--- config.mk ---
export PLATFORM = sky130hd
export DESIGN_NAME = pair_regs
export DESIGN_NICKNAME = d
export VERILOG_FILES = /design/src/shared/pair_pkg.sv /design/src/core/pair_regs.sv
export VERILOG_INCLUDE_DIRS = /design/src /design/src/shared
export SDC_FILE = /design/constraint.sdc
export NUM_CORES = 1
export LEC_CHECK = 0
export ABC_AREA = 0
export BUFFER_PORTS_ARGS = -buffer_cell sky130_fd_sc_hd__buf_2
export CELL_PAD_IN_SITES_DETAIL_PLACEMENT = 1
export CELL_PAD_IN_SITES_GLOBAL_PLACEMENT = 2
export CORE_MARGIN = 4
export CORE_UTILIZATION = 26
export DETAILED_ROUTE_END_ITERATION = 7
export PLACE_DENSITY_LB_ADDON = 0.1
export SLEW_MARGIN = 20
export SYNTH_ARGS = -nofsm -noshare
export SYNTH_HDL_FRONTEND = slang
export SYNTH_SLANG_ARGS = --single-unit
export TNS_END_PERCENT = 50
--- constraint.sdc ---
create_clock -name sys_clk -period 2.26 [get_ports sys_clk]
set_input_delay 0.226 -clock sys_clk [delete_from_list [all_inputs] [get_ports sys_clk]]
set_output_delay 0.226 -clock sys_clk [all_outputs]
set_load 0.03 [all_outputs]
--- src/shared/pair_defs.svh ---
// Register offsets, field positions and reset values of the identifier and negotiation bank
`ifndef PAIR_DEFS_SVH
`define PAIR_DEFS_SVH

`define PAIR_ADDR_ID_LOW 5'h02
`define PAIR_ADDR_ID_HIGH 5'h03
`define PAIR_ADDR_ADV 5'h04
`define PAIR_ADDR_LPA 5'h05

`define PAIR_ID_OUI_MSB 15
`define PAIR_ID_OUI_LSB 10
`define PAIR_ID_MODEL_MSB 9
`define PAIR_ID_MODEL_LSB 4
`define PAIR_ID_REV_MSB 3
`define PAIR_ID_REV_LSB 0

`define PAIR_ADV_NEXT_PAGE 15
`define PAIR_ADV_LOCAL_FAULT 13
`define PAIR_ADV_T4 9
`define PAIR_ADV_ABIL_MSB 8
`define PAIR_ADV_ABIL_LSB 5
`define PAIR_LPA_T4 9
`define PAIR_LPA_ABIL_MSB 8
`define PAIR_LPA_ABIL_LSB 5
`define PAIR_LPA_RSVD_MSB 12
`define PAIR_LPA_RSVD_LSB 10
`define PAIR_SEL_MSB 4
`define PAIR_SEL_LSB 0

`define PAIR_ADV_NP_RST 1'h0
`define PAIR_ADV_FAULT_RST 1'h0
`define PAIR_ADV_ABIL_RST 4'hf
`define PAIR_SELECTOR 5'h01
`define PAIR_LPA_RST 16'h0000

`endif

--- src/shared/pair_pkg.sv ---
// Types for the identifier and negotiation register bank
`default_nettype none
package pair_pkg;
    typedef logic [15:0] pair_word_t;
    typedef logic [4:0] pair_addr_t;
endpackage : pair_pkg
`default_nettype wire

--- src/core/pair_regs.sv ---
// Identifier, advertisement and link-partner ability registers of the PHY
`timescale 1ns/1ps
`default_nettype none
`include "pair_defs.svh"

// Notes on behaviour
// - Identifier high: organisation, model, revision fields
// - Advertisement bit 15 next page, resets 0
// - Advertisement bit 13 local fault, resets 0
// - Advertisement bits 8..5 writable, reset to 1
// - Both 100Base-T4 bits always read 0
// - Selector field fixed at 00001
// - Partner ability bits 8..5 read-only, reset 0
module pair_regs
    import pair_pkg::*;
#(
    parameter logic [15:0] OUI_HIGH = 16'h1234,  // Arbitrary value
    parameter logic [5:0] OUI_LOW = 6'h2a,       // Arbitrary value
    parameter logic [5:0] MODEL = 6'h11,         // Arbitrary value
    parameter logic [3:0] REVISION = 4'h1        // Arbitrary value
)
(
    input wire logic sys_clk,
    input wire logic nrst,
    input wire pair_addr_t reg_addr,
    input wire logic reg_wr,
    input wire pair_word_t reg_wdata,
    output var pair_word_t reg_rdata,
    input wire logic page_rx,
    input wire pair_word_t page_word,
    output var pair_word_t adv_word
);

    // --------------------------------------------------------------
    // Advertisement state
    // --------------------------------------------------------------
    logic np_q, np_d;
    logic fault_q, fault_d;
    logic [3:0] abil_q, abil_d;
    pair_word_t lpa_q, lpa_d;
    pair_word_t rdata_q, rdata_d;
    pair_word_t id_high;
    pair_word_t adv_view;
    logic wr_adv;

    assign wr_adv = reg_wr && (reg_addr == `PAIR_ADDR_ADV);

    always_comb
    begin
        np_d = np_q;
        fault_d = fault_q;
        abil_d = abil_q;
        if (wr_adv)
        begin
            np_d = reg_wdata[`PAIR_ADV_NEXT_PAGE];
            fault_d = reg_wdata[`PAIR_ADV_LOCAL_FAULT];
            abil_d = reg_wdata[`PAIR_ADV_ABIL_MSB:`PAIR_ADV_ABIL_LSB];
        end
    end

    always_ff @(posedge sys_clk)
    begin
        if (!nrst)
        begin
            np_q <= `PAIR_ADV_NP_RST;
            fault_q <= `PAIR_ADV_FAULT_RST;
            abil_q <= `PAIR_ADV_ABIL_RST;
        end
        else
        begin
            np_q <= np_d;
            fault_q <= fault_d;
            abil_q <= abil_d;
        end
    end

    // --------------------------------------------------------------
    // Link-partner word, loaded from each received base page
    // --------------------------------------------------------------
    always_comb
    begin
        lpa_d = lpa_q;
        if (page_rx)
        begin
            lpa_d = page_word;
            lpa_d[`PAIR_LPA_T4] = 1'b0;
            // Reserved bits forced low so a noisy partner cannot set them
            lpa_d[`PAIR_LPA_RSVD_MSB:`PAIR_LPA_RSVD_LSB] = 3'h0;
        end
    end

    always_ff @(posedge sys_clk)
    begin
        if (!nrst)
            lpa_q <= `PAIR_LPA_RST;
        else
            lpa_q <= lpa_d;
    end

    // --------------------------------------------------------------
    // Read path; software writes never reach the partner word
    // --------------------------------------------------------------
    always_comb
    begin
        id_high = {OUI_LOW, MODEL, REVISION};
        adv_view = 16'h0000;
        adv_view[`PAIR_ADV_NEXT_PAGE] = np_q;
        adv_view[`PAIR_ADV_LOCAL_FAULT] = fault_q;
        adv_view[`PAIR_ADV_ABIL_MSB:`PAIR_ADV_ABIL_LSB] = abil_q;
        adv_view[`PAIR_SEL_MSB:`PAIR_SEL_LSB] = `PAIR_SELECTOR;
    end

    assign adv_word = adv_view;

    // Registered read costs a cycle but keeps the data output glitch free
    always_comb
    begin
        case (reg_addr)
            `PAIR_ADDR_ID_LOW: rdata_d = OUI_HIGH;
            `PAIR_ADDR_ID_HIGH: rdata_d = id_high;
            `PAIR_ADDR_ADV: rdata_d = adv_view;
            `PAIR_ADDR_LPA: rdata_d = lpa_q;
            default: rdata_d = 16'h0000;
        endcase
    end

    always_ff @(posedge sys_clk)
    begin
        if (!nrst)
            rdata_q <= 16'h0000;
        else
            rdata_q <= rdata_d;
    end

    assign reg_rdata = rdata_q;
endmodule : pair_regs
`default_nettype wire

### After elaboration in Yosys (flattened, before gate mapping)

Index checks and enable logic that the tools add are counted.

| storage, ports and cells | value |
|---|---|
| flip-flop bits (word level) | 34 |
| bits of input ports | 41 |
| word-level logic and storage cells | 11 |
| output and inout bits | 32 |

| cells by class | value |
|---|---|
| equality and inequality tests | 4 |
| multiplexer cells | 1 |
| reduce and logical (&&, ||, !) cells | 1 |

Operators with widths:

| kind | number |
|---|---|
| $pmux W16 S4 | 1 |
| $eq A5 B2 Y1 const B | 2 |
| $eq A5 B3 Y1 const B | 2 |
| $logic_and A1 B1 Y1 | 1 |

### Longest topological paths before layout

| logic depth | value |
|---|---|
| depth after elaboration | 2 |
| mapped depth | 4 |
| gate-level depth less buffers | 3 |

### Worst setup path before layout

OpenSTA, ideal clock, no wires.

| timing path | value |
|---|---|
| kind | input to register |
| from | input port reg_addr[1] |
| to | register fault_q |
| setup time | 0.072 ns |
| cell stages on the path | 4 |
| required time | 2.188 ns |
| arrival time | 0.955 ns |
| buffers on the path | 1 |
| slack | 1.233 ns |
| path through | nor4b_2 > and3b_1 > buf_4 > mux2i_1 |

| between the ends | value |
|---|---|
| word-level cells in the longest chain between the ends | 2 |

Ends and longest elaborated chain:

| element | line | text |
|---|---|---|
| from (decl) | pair_regs.sv:25 | `input wire pair_addr_t reg_addr,` |
| $eq A5 B3 Y1 | n/a |  |
| $logic_and A1 B1 Y1 | pair_regs.sv:46 | `` assign wr_adv = reg_wr && (reg_addr == `PAIR_ADDR_ADV); `` |
| to (signal assigned) | pair_regs.sv:66 | `` fault_q <= `PAIR_ADV_FAULT_RST; `` |
| to (signal assigned) | pair_regs.sv:72 | `fault_q <= fault_d;` |
| to (decl) | pair_regs.sv:38 | `logic fault_q, fault_d;` |

Every way passes these cells.
A chain may end at the register's enable or synchronous reset.

### Final worst setup path

| timing path | value |
|---|---|
| from | input port reg_addr[1] |
| to | register np_q |

| between the ends | value |
|---|---|
| word-level cells in the longest chain between the ends | 2 |

Ends and longest elaborated chain:

| element | line | text |
|---|---|---|
| $eq A5 B3 Y1 | n/a |  |
| $logic_and A1 B1 Y1 | pair_regs.sv:46 |  |
| to (signal assigned) | pair_regs.sv:65 | `` np_q <= `PAIR_ADV_NP_RST; `` |
| to (signal assigned) | pair_regs.sv:71 | `np_q <= np_d;` |
| to (decl) | pair_regs.sv:37 | `logic np_q, np_d;` |

Every way passes these cells.

==> impl_metrics.ini <==
[outcome]
status = complete, no violations

[routing]
detail_route.wl_per_cell_um = 13.5
routed_wirelength_mm = 3.39
met1_length_mm = 1.52
viasPerCell = 4.28
dr_wl_met3_um = 261
highest_layer = met4
vias = 1070
ant_nets = 0
dr.pass1.iters = 4
drc = 0
met2WireLength_mm = 1.57
drtIter0Drc = 49

[cts]
cts_resized = 0
cts_hold_buf = 0
cts_tree = done
cts-root-buf = clkbuf_8
clk_pin_slew_ps = 60
clk_path_buf_depth = 2
post-cts-setup-buffers = 0
insertion_delay_ps = 280
clkSinkCount = 32
htree_levels = 2
cts_buffers = 5

[pwr]
peakVddDrop_mv = 0.268
p_per_area_nw_per_um2 = 682
power.total_w = 0.00112
p_leak_nw = 0.788

[worst_setup_path]
path_cells = buf_2 > nor4b_2 > buf_4 > and3b_1 > mux2i_1
crit_path_max_incr_delay_ps = 330
endpoint_kind = register
cp_slowest_cell = and3b_1
timing_worst_setup_path_type = in -> reg
start_kind = input pin
crit_family = simple AND/OR/NAND/NOR gates
critPathMaxFanout = 11
crit_required_ps = 2470
cp.buffers_inverters = 2
arrival_ps = 1410

[sta]
hold_viol_final = 0
fin_skew_ps = 3.85
min_period_over_period_pct = 52.9
min_period_ps = 1200
slew_violations = 0
final.setup.worst_slack_ps = 1060
fmax_mhz = 837
setup_viol = 0
fin_tns_setup_ps = 0
rsz0062_at_grt = false

[logic_synthesis]
netlist_instances = 140
yosysWarnings = 0
synth.distinct_cells = 25
seq_area_frac_synth_pct = 47.9
avgSynthCellArea_um2 = 9.56
syn_area_um2 = 1340
synth_seq_cells = 32

[final_layout]
final_net_count = 224
stdcell_area_um2 = 1640
drive_gt1_share_pct = 31.7
diodes = 0
area_growth_pct = 22.3
fill_cells = 596

[floorplan]
chipWidth_um = 79.8
die_area_um2 = 6360
die_y_um = 79.8
fp.coreArea_um2 = 4850
rows = 25
ios = 73
initial_core_util_pct = 27.6

[placement]
io_buffers = 47
hpwl_mm = 2.62
pre_cts_ws_ps = 755
placed_area_um2 = 1560
place.gp.congestion = 0.713

[global_routing]
grt_max_degree = 16
track_usage_pct = 11.7
grt_pass1_wl_mm = 5.68
overflow = 0
antenna_found_initial = 0
grt_pass1_vias = 1205

[min_path]
hp-class = in -> reg

[run]
drv_cap = 0
-- final timing paths --
path / from / end / slack [ps] / cells past startpoint
min: page_word[14] / lpa_q[14]$_SDFFE_PN0P_ / 180 / 3
max reg2reg: abil_q[0]$_SDFFE_PN1P_ / reg_rdata[5]$_SDFF_PN0_ / 1360 / 3
min reg2reg: np_q$_SDFFE_PN0P_ / np_q$_SDFFE_PN0P_ / 480 / 2
max: reg_addr[1] / np_q$_SDFFE_PN0P_ / 1060 / 5
-- worst reg2reg max path, delay by kind of cell, from the launching register on --
kind | cells | cell delay, ps
compound gates | 1 | 150
flops | 1 | 330
mux | 1 | 260
simple gates | 1 | 60
-- per-stage QoR --
stage	instances	hold WS [ps]	utilization (%)
after floorplan	149	368	-
after global placement	243	461	32.2
after detailed placement	243	471	32.2
after CTS	250	178	33.8
after global routing	250	192	33.8
final	250	184	33.8
-- power breakdown --
group	leakage, nW	internal [W]	switching [W]
sequential	0.261	0.000580	0.00000798
combinational	0.486	0.0000437	0.0000787
clock	0.0410	0.000209	0.000199
total	0.788	0.000832	0.000285
-- layout make-up --
type	count	area [µm²]	area share, %
Clock inverter	1	5.00	0.306
Timing Repair Buffer	49	250	15.3
Multi-Input combinational cell	90	567	34.6
Sequential cell	32	641	39.1
Clock buffer	6	72.6	4.43
Tap cell	67	83.8	5.12
Inverter	5	18.8	1.15
-- synth_stat cells --
library cell	instances	area share, %
buf_4	16	9.0
and3b_1	2	1.3
dfxtp_1	32	48
a31oi_1	4	1.9
nand3b_1	5	2.8
nand4b_1	4	2.6
nand2b_1	1	0.47
conb_1	2	0.56
nand3_1	7	2.6
nor2_1	17	4.8
mux2i_1	14	10
a21oi_1	5	1.9
nor3b_1	1	0.56
nand2_1	5	1.4
o211ai_1	4	2.2
nor2b_1	1	0.47
clkbuf_1	3	0.84
and2b_1	1	0.56
and2_1	1	0.47
inv_1	5	1.4
buf_2	3	1.1
o211ai_2	1	0.93
and3_1	4	1.9
nor4b_2	1	1.1
mux2_2	1	0.84
-- kinds of logic after synthesis --
logic type / count (synthesis) / synth area share, %
mux: 15 / 11.3
other cells: 2 / 0.561
buf+inv: 27 / 12.3
simple gates: 50 / 21.0
flops: 32 / 47.9
compound gates: 14 / 6.92
-- layer usage --
layer  up-vias  global-route usage (%)
met1       489                    13.8
met2        42                    19.4
met3         4                    4.40
met5         -                       0
li1        535                       -
met4         0                    3.89
-- state kept, by name, indices dropped and copies added, names as in the netlist --
name	count
np_q	1
reg_rdata	14
abil_q	4
lpa_q	12
fault_q	1
-- cells in the final DEF, fill, tap and decap left out, drive strengths merged --
cell,count
mux2,1
and2b,1
o211ai,5
nor3b,1
nand3,7
conb,11
buf,49
clkbuf,6
clkinv,1
a31oi,4
and3,4
nor2b,1
nand2,5
inv,5
and2,1
nand4b,4
a21oi,5
and3b,2
nand2b,1
nand3b,5
dfxtp,32
nor4b,1
nor2,17
mux2i,14
(Power assumes the default switching activity.)
